[src/design/djb_pkg.sv]
// Constants, register map and state codes for the jog and DC brake control block
package djb_pkg;
   localparam int FREQ_W           = 12;             // Frequency in 0.1 Hz units
   localparam int FREQ_SCALE       = 10;             // Units per hertz
   localparam int JOG_LIMIT_HZ     = 10;
   localparam logic [11:0] JOG_LIMIT = 12'(JOG_LIMIT_HZ * FREQ_SCALE);
   localparam int CLK_PERIOD_NS    = 40;
   localparam int RAMP_TICK_NS     = 1000000;        // One ramp step per millisecond
   localparam int RAMP_TICK_CYCLES = RAMP_TICK_NS / CLK_PERIOD_NS;
   localparam int TENTH_NS         = 100000000;      // Brake delay unit, 0.1 s
   localparam int TICKS_PER_TENTH  = TENTH_NS / RAMP_TICK_NS;
   localparam logic [5:0] BRK_DLY_MAX = 6'h32;       // 5.0 s in tenths
   localparam logic [5:0] BRK_DLY_MIN = 6'h01;       // 0.1 s in tenths
   localparam logic [6:0] BRK_FORCE_MAX = 7'h64;     // 100 percent
   localparam logic [1:0] SRC_TERMINAL = 2'h1;
   localparam logic [1:0] SRC_KEYPAD   = 2'h2;
   localparam logic [1:0] STOP_COAST   = 2'h0;
   localparam logic [1:0] STOP_DECEL   = 2'h1;
   localparam logic [1:0] STOP_DCBRAKE = 2'h2;
   localparam logic [5:0] FN_SEL0  = 6'h02;          // Select bits use codes 02 to 05
   localparam logic [5:0] FN_JOG   = 6'h06;
   localparam logic [5:0] FN_BRAKE = 6'h07;
   localparam int SRC_LSB  = 0;
   localparam int METH_LSB = 4;
   localparam int KEY_RUN   = 0;
   localparam int KEY_STOP  = 1;
   localparam int KEY_STORE = 2;
   localparam logic [7:0] ADDR_CTRL   = 8'h00;
   localparam logic [7:0] ADDR_JOGF   = 8'h04;
   localparam logic [7:0] ADDR_STARTF = 8'h08;
   localparam logic [7:0] ADDR_DELAY  = 8'h0c;
   localparam logic [7:0] ADDR_FORCE  = 8'h10;
   localparam logic [7:0] ADDR_OSET   = 8'h14;
   localparam logic [7:0] ADDR_MON    = 8'h18;
   localparam logic [7:0] ADDR_STATUS = 8'h1c;
   localparam logic [7:0] ADDR_TFN    = 8'h20;
   localparam logic [7:0] ADDR_KEY    = 8'h24;
   localparam logic [1:0] SLOT_PAGE   = 2'h1;        // Slots at 0x40 to 0x7c
   localparam logic [1:0]  RST_SRC    = 2'h1;
   localparam logic [1:0]  RST_METH   = 2'h1;
   localparam logic [11:0] RST_JOGF   = 12'h032;
   localparam logic [11:0] RST_STARTF = 12'h005;
   localparam logic [5:0]  RST_DELAY  = 6'h00;
   localparam logic [6:0]  RST_FORCE  = 7'h00;
   localparam logic [11:0] RST_OSET   = 12'h000;
   localparam logic [29:0] RST_TFN    = 30'h041c60c2;
   typedef enum logic [5:0] {
      ST_STOP  = 6'h01,
      ST_RUN   = 6'h02,
      ST_JOG   = 6'h04,
      ST_DECEL = 6'h08,
      ST_WAIT  = 6'h10,
      ST_BRAKE = 6'h20
   } djb_state_type;
endpackage

[src/design/djb_drive_ctrl.sv]
// Jog, external DC brake and multi-speed slot control with an APB register slave
// What this block does
// - Jog output frequency capped at 10 Hz
// - Jog input plus run outputs jog frequency
// - Keypad run triggers jog only in terminal mode
// - Jog ends by coast, ramp or DC brake
// - No jog below start frequency or zero
// - Terminal code 06 is the jog input
// - Terminal code 07 is the brake input
// - Brake delay setting 0.0 to 5.0 s
// - Brake force 0 to 100 percent scales braking
// - Terminal run resumes ramp after brake release
// - Keypad run stays off after brake release
// - Coast during delay, then brake
// - Monitor shows present output frequency
// - Store key saves edited frequency to slot while stopped
// - Sixteen slots, each directly editable
//
// Design decisions made here: the APB register port and the register addresses.
`timescale 1ns/100ps
module djb_drive_ctrl
   import djb_pkg::*;
#(
   parameter int RAMP_TICK_CYC = RAMP_TICK_CYCLES
)(
   input  wire logic        ref_clk_in,      // 25 MHz clock
   input  wire logic        rst_n_in,        // Async reset, active low
   input  wire logic        psel_in,         // APB select
   input  wire logic        penable_in,      // APB enable
   input  wire logic        pwrite_in,       // APB write
   input  wire logic [7:0]  paddr_in,        // APB byte address
   input  wire logic [31:0] pwdata_in,       // APB write data
   input  wire logic [4:0]  term_in,         // Input terminals one to five
   input  wire logic        forward_run_in,  // Forward run pin
   input  wire logic        reverse_run_in,  // Reverse run pin
   output logic      [31:0] prdata_out,      // APB read data
   output logic             pready_out,      // APB ready
   output logic             pslverr_out,     // APB error
   output logic      [11:0] freq_out,        // Output frequency, 0.1 Hz
   output logic             run_out,         // Inverter output active
   output logic      [6:0]  brake_level_out  // DC brake effort, percent
);
   function automatic logic fn_hit(input logic [29:0] f, input logic [4:0] p, input logic [5:0] c);
      logic hit;
      hit = 1'b0;
      for (int i = 0; i < 5; i++)
      begin
         hit = hit | (p[i] & (f[6*i +: 6] == c));
      end
      return hit;
   endfunction

   function automatic logic [11:0] fn_step(input logic [11:0] cur, input logic [11:0] tgt);
      logic [11:0] r;
      r = cur;
      if (cur < tgt)
      begin
         r = cur + 12'h001;
      end
      else if (cur > tgt)
      begin
         r = cur - 12'h001;
      end
      return r;
   endfunction

   logic [6:0]    s1_r, s2_r, s3_r, pin_r, pin_nxt;
   logic [1:0]    src_r, src_nxt, meth_r, meth_nxt;
   logic [11:0]   jogf_r, jogf_nxt, startf_r, startf_nxt, oset_r, oset_nxt;
   logic [5:0]    dly_r, dly_nxt, cnt_r, cnt_nxt;
   logic [6:0]    force_r, force_nxt, lvl_r, lvl_nxt;
   logic [29:0]   tfn_r, tfn_nxt;
   logic [11:0]   slot_r [16];
   logic          slot_we;
   logic [3:0]    slot_idx;
   logic [11:0]   slot_dat;
   djb_state_type st_r, st_nxt;
   logic [11:0]   freq_r, freq_nxt;
   logic          timed_r, timed_nxt, key_run_r, key_run_nxt, run_r, run_nxt;
   logic [14:0]   ms_r, ms_nxt;
   logic [6:0]    tenth_r, tenth_nxt;
   logic [31:0]   prdata_r, prdata_nxt;
   logic          jog_t, brk_t, term_run, key_ok, run_req, jog_ok, ms_tick, tenth_tick;
   logic          wr, setup, mapped, key_w, key_clr, div_clr;
   logic [3:0]    sel;
   logic [11:0]   jog_lim, target;

   // Input pins: three stages, a change counts once stages two and three agree
   assign pin_nxt = (~(s2_r ^ s3_r) & s3_r) | ((s2_r ^ s3_r) & pin_r);

   always_comb
   begin
      jog_t = fn_hit(tfn_r, pin_r[4:0], FN_JOG);
      brk_t = fn_hit(tfn_r, pin_r[4:0], FN_BRAKE);
      for (int i = 0; i < 4; i++)
      begin
         sel[i] = fn_hit(tfn_r, pin_r[4:0], FN_SEL0 + 6'(i));
      end
   end

   assign term_run = (src_r == SRC_TERMINAL) & (pin_r[5] | pin_r[6]);
   // Keypad source with jog on gives no request, so keypad run never starts a jog there
   assign key_ok   = key_run_r & (((src_r == SRC_KEYPAD) & ~jog_t) | ((src_r == SRC_TERMINAL) & jog_t));
   assign run_req  = term_run | key_ok;
   assign jog_ok   = (jogf_r != 12'h000) & (jogf_r >= startf_r);
   assign jog_lim  = (jogf_r > JOG_LIMIT) ? JOG_LIMIT : jogf_r;
   assign target   = slot_r[sel];
   assign ms_tick  = (ms_r == 15'(RAMP_TICK_CYC - 1));
   assign tenth_tick = ms_tick & (tenth_r == 7'(TICKS_PER_TENTH - 1));
   // Divider restarts on brake entry so a delay never expires early
   assign div_clr   = ((st_nxt == ST_WAIT) | (st_nxt == ST_BRAKE)) & (st_r != ST_WAIT) & (st_r != ST_BRAKE);
   assign ms_nxt    = (ms_tick | div_clr) ? 15'h0000 : ms_r + 15'h0001;
   assign tenth_nxt = (tenth_tick | div_clr) ? 7'h00 : (ms_tick ? tenth_r + 7'h01 : tenth_r);

   assign setup  = psel_in & ~penable_in;
   assign wr     = psel_in & penable_in & pwrite_in;
   assign key_w  = wr & (paddr_in == ADDR_KEY);
   assign mapped = (paddr_in[1:0] == 2'h0) & ((paddr_in[7:6] == SLOT_PAGE) | (paddr_in <= ADDR_KEY));
   assign pready_out  = 1'b1;
   assign pslverr_out = psel_in & penable_in & ~mapped;
   assign prdata_out  = prdata_r;
   assign freq_out    = freq_r;
   assign run_out     = run_r;
   assign brake_level_out = lvl_r;

   // Registers written over APB and the keypad actions
   always_comb
   begin
      src_nxt    = src_r;
      meth_nxt   = meth_r;
      jogf_nxt   = jogf_r;
      startf_nxt = startf_r;
      dly_nxt    = dly_r;
      force_nxt  = force_r;
      oset_nxt   = oset_r;
      tfn_nxt    = tfn_r;
      slot_we    = 1'b0;
      slot_idx   = paddr_in[5:2];
      slot_dat   = pwdata_in[11:0];
      if (wr & mapped)
      begin
         case (paddr_in)
            ADDR_CTRL:
            begin
               src_nxt  = pwdata_in[SRC_LSB +: 2];
               meth_nxt = pwdata_in[METH_LSB +: 2];
            end
            ADDR_JOGF:   jogf_nxt   = pwdata_in[11:0];
            ADDR_STARTF: startf_nxt = pwdata_in[11:0];
            ADDR_DELAY:  dly_nxt    = (pwdata_in[5:0] > BRK_DLY_MAX) ? BRK_DLY_MAX : pwdata_in[5:0];
            ADDR_FORCE:  force_nxt  = (pwdata_in[6:0] > BRK_FORCE_MAX) ? BRK_FORCE_MAX : pwdata_in[6:0];
            ADDR_OSET:   oset_nxt   = pwdata_in[11:0];
            ADDR_TFN:    tfn_nxt    = pwdata_in[29:0];
            default:     slot_we    = (paddr_in[7:6] == SLOT_PAGE);
         endcase
      end
      if (key_w & pwdata_in[KEY_STORE] & (st_r == ST_STOP))
      begin
         slot_we  = 1'b1;
         slot_idx = sel;
         slot_dat = oset_r;
      end
   end

   // Run key latch; a press in the same cycle as a clear wins
   always_comb
   begin
      key_run_nxt = key_run_r;
      if (key_clr | (key_w & pwdata_in[KEY_STOP]))
      begin
         key_run_nxt = 1'b0;
      end
      if (key_w & pwdata_in[KEY_RUN])
      begin
         key_run_nxt = 1'b1;
      end
   end

   // Read data is captured in the setup cycle
   always_comb
   begin
      prdata_nxt = prdata_r;
      if (setup)
      begin
         case (paddr_in)
            ADDR_CTRL:   prdata_nxt = {26'h0, meth_r, 2'h0, src_r};
            ADDR_JOGF:   prdata_nxt = {20'h0, jogf_r};
            ADDR_STARTF: prdata_nxt = {20'h0, startf_r};
            ADDR_DELAY:  prdata_nxt = {26'h0, dly_r};
            ADDR_FORCE:  prdata_nxt = {25'h0, force_r};
            ADDR_OSET:   prdata_nxt = {20'h0, oset_r};
            ADDR_MON:    prdata_nxt = {20'h0, freq_r};
            ADDR_STATUS: prdata_nxt = {16'h0, sel, brk_t, jog_t, key_run_r, run_r, 2'h0, st_r};
            ADDR_TFN:    prdata_nxt = {2'h0, tfn_r};
            default:     prdata_nxt = (paddr_in[7:6] == SLOT_PAGE) ? {20'h0, slot_r[paddr_in[5:2]]} : 32'h0;
         endcase
      end
   end

   // Drive sequencing
   always_comb
   begin
      st_nxt    = st_r;
      freq_nxt  = freq_r;
      cnt_nxt   = cnt_r;
      timed_nxt = timed_r;
      key_clr   = 1'b0;
      case (st_r)
         ST_STOP:
         begin
            freq_nxt = 12'h000;
            if (run_req & jog_t & jog_ok)
            begin
               st_nxt   = ST_JOG;
               freq_nxt = jog_lim;
            end
            else if (run_req & ~jog_t)
            begin
               st_nxt = ST_RUN;
            end
         end
         ST_RUN, ST_DECEL:
         begin
            if (brk_t)
            begin
               freq_nxt  = 12'h000;
               timed_nxt = 1'b0;
               cnt_nxt   = dly_r;
               st_nxt    = (dly_r == 6'h00) ? ST_BRAKE : ST_WAIT;
            end
            else if (run_req & ~jog_t)
            begin
               st_nxt   = ST_RUN;
               freq_nxt = ms_tick ? fn_step(freq_r, target) : freq_r;
            end
            else if (freq_r == 12'h000)
            begin
               st_nxt = ST_STOP;
            end
            else
            begin
               st_nxt   = ST_DECEL;
               freq_nxt = ms_tick ? freq_r - 12'h001 : freq_r;
            end
         end
         ST_JOG:
         begin
            freq_nxt = jog_lim;
            if (~run_req | ~jog_t | ~jog_ok | brk_t)
            begin
               case (meth_r)
                  STOP_DECEL:
                  begin
                     st_nxt = ST_DECEL;
                  end
                  STOP_DCBRAKE:
                  begin
                     st_nxt    = ST_BRAKE;
                     freq_nxt  = 12'h000;
                     timed_nxt = 1'b1;
                     cnt_nxt   = (dly_r == 6'h00) ? BRK_DLY_MIN : dly_r;
                  end
                  default:
                  begin
                     st_nxt   = ST_STOP;
                     freq_nxt = 12'h000;
                  end
               endcase
            end
         end
         ST_WAIT, ST_BRAKE:
         begin
            freq_nxt = 12'h000;
            if (timed_r)
            begin
               if (cnt_r == 6'h00)
               begin
                  st_nxt    = ST_STOP;
                  timed_nxt = 1'b0;
               end
               else if (tenth_tick)
               begin
                  cnt_nxt = cnt_r - 6'h01;
               end
            end
            else if (~brk_t)
            begin
               if (term_run)
               begin
                  st_nxt = ST_RUN;
               end
               else
               begin
                  st_nxt  = ST_STOP;
                  key_clr = 1'b1;
               end
            end
            else if (st_r == ST_WAIT)
            begin
               if (cnt_r == 6'h00)
               begin
                  st_nxt = ST_BRAKE;
               end
               else if (tenth_tick)
               begin
                  cnt_nxt = cnt_r - 6'h01;
               end
            end
         end
         default:
         begin
            st_nxt   = ST_STOP;
            freq_nxt = 12'h000;
         end
      endcase
      run_nxt = (st_nxt == ST_RUN) | (st_nxt == ST_JOG) | (st_nxt == ST_DECEL);
      lvl_nxt = (st_nxt == ST_BRAKE) ? force_nxt : 7'h00;
   end

   always_ff @(posedge ref_clk_in or negedge rst_n_in)
   begin
      if (!rst_n_in)
      begin
         s1_r      <= 7'h00;
         s2_r      <= 7'h00;
         s3_r      <= 7'h00;
         pin_r     <= 7'h00;
         src_r     <= RST_SRC;
         meth_r    <= RST_METH;
         jogf_r    <= RST_JOGF;
         startf_r  <= RST_STARTF;
         dly_r     <= RST_DELAY;
         force_r   <= RST_FORCE;
         oset_r    <= RST_OSET;
         tfn_r     <= RST_TFN;
         for (int i = 0; i < 16; i++)
         begin
            slot_r[i] <= 12'h000;
         end
         st_r      <= ST_STOP;
         freq_r    <= 12'h000;
         cnt_r     <= 6'h00;
         timed_r   <= 1'b0;
         key_run_r <= 1'b0;
         run_r     <= 1'b0;
         lvl_r     <= 7'h00;
         ms_r      <= 15'h0000;
         tenth_r   <= 7'h00;
         prdata_r  <= 32'h0;
      end
      else
      begin
         s1_r      <= {reverse_run_in, forward_run_in, term_in};
         s2_r      <= s1_r;
         s3_r      <= s2_r;
         pin_r     <= pin_nxt;
         src_r     <= src_nxt;
         meth_r    <= meth_nxt;
         jogf_r    <= jogf_nxt;
         startf_r  <= startf_nxt;
         dly_r     <= dly_nxt;
         force_r   <= force_nxt;
         oset_r    <= oset_nxt;
         tfn_r     <= tfn_nxt;
         if (slot_we)
         begin
            slot_r[slot_idx] <= slot_dat;
         end
         st_r      <= st_nxt;
         freq_r    <= freq_nxt;
         cnt_r     <= cnt_nxt;
         timed_r   <= timed_nxt;
         key_run_r <= key_run_nxt;
         run_r     <= run_nxt;
         lvl_r     <= lvl_nxt;
         ms_r      <= ms_nxt;
         tenth_r   <= tenth_nxt;
         prdata_r  <= prdata_nxt;
      end
   end

   a_jog_freq_cap: assert property (@(posedge ref_clk_in) disable iff (!rst_n_in)
      (st_r == ST_JOG) |-> (freq_out <= JOG_LIMIT && freq_out == jog_lim)) else $error("jog frequency above cap");
   a_jog_start_out: assert property (@(posedge ref_clk_in) disable iff (!rst_n_in)
      (st_r == ST_STOP && run_req && jog_t && jog_ok) |=> (st_r == ST_JOG && run_out && freq_out == $past(jog_lim)))
      else $error("jog start did not output jog frequency");
   a_key_jog_src: assert property (@(posedge ref_clk_in) disable iff (!rst_n_in)
      (st_r == ST_STOP && !term_run && src_r != SRC_TERMINAL && jog_t) |=> (st_r != ST_JOG))
      else $error("keypad run started jog outside terminal mode");
   a_jog_coast_end: assert property (@(posedge ref_clk_in) disable iff (!rst_n_in)
      (st_r == ST_JOG && (!jog_t || !run_req) && meth_r == STOP_COAST) |=>
      (st_r == ST_STOP && freq_out == 12'h000 && !run_out))
      else $error("jog coast stop wrong");
   a_jog_blocked: assert property (@(posedge ref_clk_in) disable iff (!rst_n_in)
      (st_r == ST_STOP && !jog_ok) |=> (st_r != ST_JOG)) else $error("jog ran with invalid jog frequency");
   a_jog_off_stop: assert property (@(posedge ref_clk_in) disable iff (!rst_n_in)
      (st_r == ST_JOG && !jog_t) |=> (st_r != ST_JOG)) else $error("jog kept running after jog input off");
   a_brake_force: assert property (@(posedge ref_clk_in) disable iff (!rst_n_in)
      (st_r == ST_BRAKE) |-> (brake_level_out == force_r && freq_out == 12'h000)) else $error("brake level wrong");
   a_brake_coast: assert property (@(posedge ref_clk_in) disable iff (!rst_n_in)
      (st_r == ST_WAIT && brk_t && cnt_r != 6'h00) |=> (st_r == ST_WAIT && brake_level_out == 7'h00 && !run_out))
      else $error("braking began before delay expired");
   a_brake_resume: assert property (@(posedge ref_clk_in) disable iff (!rst_n_in)
      (st_r == ST_BRAKE && !timed_r && !brk_t && term_run) |=> (st_r == ST_RUN ##1 run_out))
      else $error("terminal run did not resume after brake");
   a_brake_keypad: assert property (@(posedge ref_clk_in) disable iff (!rst_n_in)
      (st_r == ST_BRAKE && !timed_r && !brk_t && !term_run) |=> (st_r == ST_STOP && !run_out))
      else $error("keypad run resumed after brake");
   a_monitor_read: assert property (@(posedge ref_clk_in) disable iff (!rst_n_in)
      (setup && paddr_in == ADDR_MON) |=> (prdata_out == {20'h0, $past(freq_r)})) else $error("monitor read wrong");
   a_store_slot: assert property (@(posedge ref_clk_in) disable iff (!rst_n_in)
      (st_r == ST_STOP && key_w && pwdata_in[KEY_STORE]) |=> (slot_r[$past(sel)] == $past(oset_r)))
      else $error("store key did not save slot");
endmodule

[config.mk]
export PLATFORM = sky130hd
export DESIGN_NAME = djb_drive_ctrl
export DESIGN_NICKNAME = d
export VERILOG_FILES = /design/src/design/djb_pkg.sv /design/src/design/djb_drive_ctrl.sv
export SDC_FILE = /design/constraint.sdc
export NUM_CORES = 1
export LEC_CHECK = 0
export BUFFER_PORTS_ARGS = -buffer_cell sky130_fd_sc_hd__buf_4
export CORE_MARGIN = 3
export CORE_UTILIZATION = 50
export CTS_CLUSTER_SIZE = 12
export DETAILED_ROUTE_END_ITERATION = 10
export PLACE_DENSITY = 0.73
export SETUP_SLACK_MARGIN = 0.2
export SYNTH_ARGS = -nofsm -noshare
export SYNTH_HDL_FRONTEND = slang
export SYNTH_SLANG_ARGS = --single-unit
[constraint.sdc]
create_clock -name ref_clk_in -period 11.4 [get_ports ref_clk_in]
set_clock_uncertainty 0.1 [all_clocks]
set_input_delay 0 -clock ref_clk_in [delete_from_list [all_inputs] [get_ports ref_clk_in]]
set_output_delay 0 -clock ref_clk_in [all_outputs]
set_load 0.1 [all_outputs]
## Yosys cells after proc, flatten, opt, wreduce, memory -nomap -nowiden

Index checks and enable logic that the tools add are counted.

- Output and inout bits: 54
- Register bits: 391
- Logic and storage cells: 319

- Add/sub/neg operators: 5
- Muxes and demuxes: 73
- Magnitude comparators: 11
- Bitwise gates (word level): 102
- Reductions and logical operators: 22
- Eq/ne operators: 68

Operators with widths:

| cell | count |
|---|---|
| $pmux 30 s9 | 1 |
| $mux 12 | 18 |
| $bwmux 192 | 1 |
| $eq 6x3->1 const B | 22 |
| $mux 6 | 20 |
| $bmux 12 s4 | 2 |
| $eq 6x2->1 const B | 12 |
| $and 1x1->1 | 52 |
| $demux 12 s4 | 1 |
| $mux 7 | 6 |
| $or 1x1->1 | 37 |
| $pmux 12 s3 | 1 |
| $eq 8x5->1 const B | 4 |
| $pmux 6 s4 | 1 |
| $pmux 6 s3 | 1 |
| $eq 8x4->1 const B | 2 |
| $eq 8x6->1 const B | 2 |
| $add 15x1->15 const B | 1 |
| $eq 15x15->1 const B | 1 |
| $ge 5x5->1 const B | 3 |
| $mux 15 | 1 |
| $not 4->5 | 3 |
| $and 7x7->7 | 2 |
| $mux 1 | 14 |
| other kinds (47) | 73 |

## Logic depth before layout (Yosys ltp)

- Depth after elaboration: 23
- Depth in mapped cells: 21
- Depth with buffers taken out: 17

## Worst setup path after synthesis

OpenSTA, ideal clock, no wires.

- Path kind: reg2reg
- From: register tfn_r[22]
- To: register freq_r[3] (netlist: freq_out[3])
- Data arrival time: 4.633 ns
- Buffers on the path: 4
- Setup slack: 6.530 ns
- Required time: 11.163 ns
- Stages on the path, launching flop included: 22
- Path through: dfrtp_1 or3b_2 or4b_2 nand4_1 a21o_1 buf_2 buf_2 buf_4 mux2i_1 mux2_2 o22ai_1 a221oi_1 ha_1 and4_1 nand2_1 or2_2 a2111o_1 and3_1 clkbuf_1 o21ai_0 xor2_1 o21ai_0

- Cells in the longest elaborated chain, start to end: 15
- Elaborated cells on any way between the ends: 55
- Those cells by class: order compare: 2; eq/ne: 10; mux: 10; bitwise: 32; reduce/logical: 1

Ends and longest elaborated chain:

| item | RTL line | text |
|---|---|---|
| start, declared | djb_drive_ctrl.sv:72 | `logic [29:0] tfn_r, tfn_nxt;` |
| start signal, assigned | djb_drive_ctrl.sv:364 | `tfn_r <= tfn_nxt;` |
| branches (longest 15 deep; another with $lt 12x12->1) | - |  |
| end signal, assigned | djb_drive_ctrl.sv:370 | `freq_r <= freq_nxt;` |
| end, declared | djb_drive_ctrl.sv:78 | `logic [11:0] freq_r, freq_nxt;` |

Parallel ways; which one is timed is not known. The select of a mux whose other input is x is not followed.
A chain may end at the register's enable or synchronous reset.

## Worst setup path in the final report

- From: register tfn_r[22]
- To: register freq_r[6] (netlist: freq_out[6])

The elaborated chain is that of the path after synthesis.

==> results <==
- The growth of design area from synthesis to finish is 15.2%.
- Fill cells in the final layout number 3,297.
- The initial antenna violation count is 1.
- The number of cells on the worst reg-to-reg path is 19.
- The overall track demand over capacity in global routing is 28.0%.
- The count of flip-flops with a built-in enable after synthesis is 0.
- The startpoint identified for the worst hold timing path is paddr_in[4].
- The worst-skew pair later-pin latency is between 500 and 600 ps.
- The met2 layer wire length in the routed design is approximately 30 mm.
- At the worst endpoint, the arrival time is a little over 7000 ps.
- After the first detailed-routing iteration, the DRC count stood at around 2.2k.
- The Yosys step of the flow raised 0 warnings.
- The pre-antenna-repair detailed-routing pass consisted of 6 iterations.
- The port buffer count is 100.
- The type of the worst setup path is flip-flop to flip-flop.
- The number of clock buffers inserted by TritonCTS is 42.
- The total area of sequential cells is a little under 10,000 sq um.
- The final number of hold-violating endpoints was 0.
- The destination of the worst register-to-register timing path is freq_out[6]$_DFFE_PN0P_.
- The design draws 2.99 mW.
- The share of the Yosys chip area taken by registers is a little under half.
- The cell at the root of the clock tree is sky130_fd_sc_hd__clkbuf_16.
- The wire length on met1 is between 20 and 25 mm.
- At the end of the flow, the number of nets in the layout was about 2.1k.
- The total met3 wirelength after detailed routing is between 5 and 6 mm.
- The uppermost metal layer occupied by signal nets is met4.
- The pin count of the biggest net entering global routing is 87.
- The final-report setup violation count is 0.
- Clock tree synthesis found a total of a little under 400 sinks.
- The worst hold path was traced through 4 stages.
- The endpoint of the most critical setup path is freq_out[6]$_DFFE_PN0P_.
- The critical path goes through or3b_2 -> or4b_2 -> nand4_1 -> a21o_4 -> buf_4 -> buf_4 -> mux2_2 -> nor2_1 -> a31oi_1 -> a221oi_1 -> ha_1 -> a21oi_1 -> o21ai_0 -> a21oi_1 -> and4_1 -> nor4_1 -> a31o_2 -> nor4b_1 -> or3_1.
- The highest fanout seen on the critical path is 40.
- Setup repair after global routing left no endpoint under its margin.
- After detailed routing, the number of vias per cell comes to roughly 6.4.
- The min-delay analysis places its worst path in the category input port to flip-flop.
- The congestion estimate from routability-driven global placement came to approximately 0.94.
- In the routed design, unresolved DRC markers number 0.
- The worst pin sits at a relative slew slack of 13.6%.
- The summed negative setup slack over all endpoints is 0 ps.
- The via count of the first global-routing pass was 16.7k.
- The data required time at the worst endpoint is ~12,000 ps.
- The overall die width is 210 microns.
- The global-route congestion overflow total is 0.
- The count of placed standard cells in the final layout, fillers left out is approximately 2.6k.
- The placeable core region is 41,000 sq um.
- The startpoint identified for the worst register-to-register timing path is tfn_r[22]$_DFFE_PN0P_.
- For the pin with the worst max-slew slack, the measured transition is approximately 1300 ps.
- The die extent in y is 210 microns.
- The placed wire-length estimate is about 40 mm.
- Summing all multi-input logic gate instances after layout gives ~11,000 sq um.
- The initial standard-cell utilization of the core is 50.9%.
- After technology mapping, the gate count stands at 1,929.
- The category of the worst setup path capture point is a flip-flop.
- The critical path starts at tfn_r[22]$_DFFE_PN0P_.
- The first global-routing pass estimated approximately 100 mm of wire.
- The post-synthesis area per instance is 10.8 sq um.
- In the layout the commonest cells are sky130_fd_sc_hd__dfrtp_1 (372), sky130_fd_sc_hd__mux2_2 (231), sky130_fd_sc_hd__nand2_1 (227).
- The upper clock frequency limit is between 0.1 and 0.15 GHz.
- After detailed routing, the average wire length per cell comes to around 24 microns.
- The fraction of layout instances using a drive strength above 1 is 26.3%.
- The routed wire length is between 60 and 70 mm.
- The tool flagged a number of max-cap violations equal to 0.
- In this run, synthesis produced a sequential element count of about 400.
- The largest individual stage delay along the critical path comes from the cell sky130_fd_sc_hd__or4b_2.
- Clock-pin slew was measured on the worst setup and hold paths at 60 ps.
- In this design, the stage delay of the slowest critical-path cell is roughly 640 ps.
- The library cell used most frequently in the layout, excluding fill and tap cells, is sky130_fd_sc_hd__dfrtp_1.
- The die covers between 40,000 and 50,000 sq um.
- TritonCTS built the clock tree.
- For this run, the leading register cell type out of synthesis is sky130_fd_sc_hd__dfrtp_1.
- between 100 and 150 I/O pins were placed.
- VDD sags by at most ~0.10 mV.
- The number of max-slew violations in the final report is 0.
- The analysis attributes to cell leakage a power of 10.7 nW.
- For this run, asynchronously set or reset flops after synthesis account for between 90% and 100%.
- In this run the cell area of the synthesized design comes to 20,900 sq um.
- The clock period minus worst slack is a little under 7000 ps.
- The final route contains between 15k and 20k vias.
- STA classifies the critical path startpoint as a flip-flop.
- The number of nets with antenna violations after routing is 0.
- The number of cells in the design after placement is 2,466.
- In the finished design, the share of the clock period the worst path needs comes to between 60% and 70%.
- Across all register-to-register paths, the minimum setup slack is between 4000 and 5000 ps.
- The H-tree level count is 2.
- The count of distinct cell types in the synthesized netlist is 80.
- Counting along the longest clock path gives a buffer depth of 3.
- The run finished with clean final reports.
- Power spread over the standard cell area amounts to around 120 nW/um^2.
- The number of cell rows is between 70 and 80.
[worst min path at each step]
stage / slack, ps / end
after floorplan: -400 / async pin
after global placement: -60 / ms_r[7]$_DFF_PN0_
after detailed placement: -60 / ms_r[11]$_DFF_PN0_
after CTS: 60 / prdata_out[11]$_DFFE_PN0P_
after global routing: 90 / prdata_out[11]$_DFFE_PN0P_
final: 90 / prdata_out[11]$_DFFE_PN0P_
[power breakdown]
part	total, mW	internal [mW]	leakage [nW]	switching, mW
Clock	1.34	0.776	0.651	0.561
Sequential	1.42	1.40	5.18	0.0191
Combinational	0.235	0.0756	4.88	0.160
Total	2.99	2.25	10.7	0.740
[cell type report]
type | count | area share (%)
Tap cell | 532 | 2.77
Timing Repair Buffer | 187 | 6.57
Inverter | 33 | 0.515
Sequential cell | 389 | 40.6
Clock buffer | 66 | 5.04
Antenna cell | 1 | 0.0104
Clock inverter | 11 | 0.453
Multi-Input combinational cell | 1386 | 44.1
[through the flow]
| stage | utilization [%] | hold WS, ps | worst slack, ps | cell area (sq um) |
|---|---|---|---|---|
| CTS | 58.6 | 64.7 | 4620 | 24100 |
| floorplan | - | -396 | 6530 | 20900 |
| detailed placement | 53.9 | -55.4 | 4660 | 22100 |
| global route | 58.6 | 89.7 | 4180 | 24100 |
| finish | 58.6 | 91.0 | 4510 | 24100 |
| global placement | 53.9 | -59.2 | 4700 | 22100 |
[synth_stat cells (all sizes together), types with 25 or more instances]
library cell | n | area [sq um]
nand3 | 47 | 235
inv | 33 | 124
mux2 | 231 | 2600
mux2i | 60 | 601
buf | 50 | 250
a21oi | 92 | 460
mux4 | 60 | 1350
nor4 | 25 | 163
nand2 | 227 | 852
a221oi | 26 | 234
nor2b | 25 | 166
nor3 | 36 | 185
dfrtp | 372 | 9310
o21ai | 70 | 350
ha | 34 | 425
clkbuf | 72 | 270
nor2 | 161 | 604
a31oi | 31 | 194
[logic make-up after synthesis]
family	Yosys count	share of synthesized area (%)
AND/OR/NAND/NOR	641	14.9
flip-flops	389	46.7
multiplexers	351	21.8
AO/OA/AOI/OAI	322	9.98
buffers and inverters	155	3.08
adder cells (fa/ha/maj)	41	2.37
XOR/XNOR	28	1.17
other	2	0.0360
[state kept, by name, summed over array words and instances (netlist names), 2 cells and up, named ones only]
signal	count
slot_r	192
prdata_out	30
tfn_r	30
ms_r	15
freq_out	12
jogf_r	12
oset_r	12
startf_r	12
brake_level_out	7
force_r	7
s1_r	7
s2_r	7
s3_r	7
tenth_r	7
cnt_r	6
dly_r	6
st_r	6
meth_r	2
src_r	2
[worst max-delay path: cells and delay by family (launching register included)]
kind | cells | cell delay, ps
multiplexers | 1 | 390
adder cells (fa/ha/maj) | 1 | 370
buffers and inverters | 2 | 1130
AND/OR/NAND/NOR | 8 | 2490
flip-flops | 1 | 400
AO/OA/AOI/OAI | 7 | 1830
[what timing repair did]
item | in CTS | in global routing
setup endpoints to repair | 0 | 0
hold buffers | 61 | 0
setup buffers | 0 | 0
hold endpoints to repair | 267 | 0
resized for setup | 0 | 0
[per-layer routing]
metal,GRT usage (%),up-vias
met5,0,-
met4,12.5,0
met1,37.6,8264
met2,44.7,833
met3,5.51,186
li1,-,7284
(Power assumes the default switching activity.)
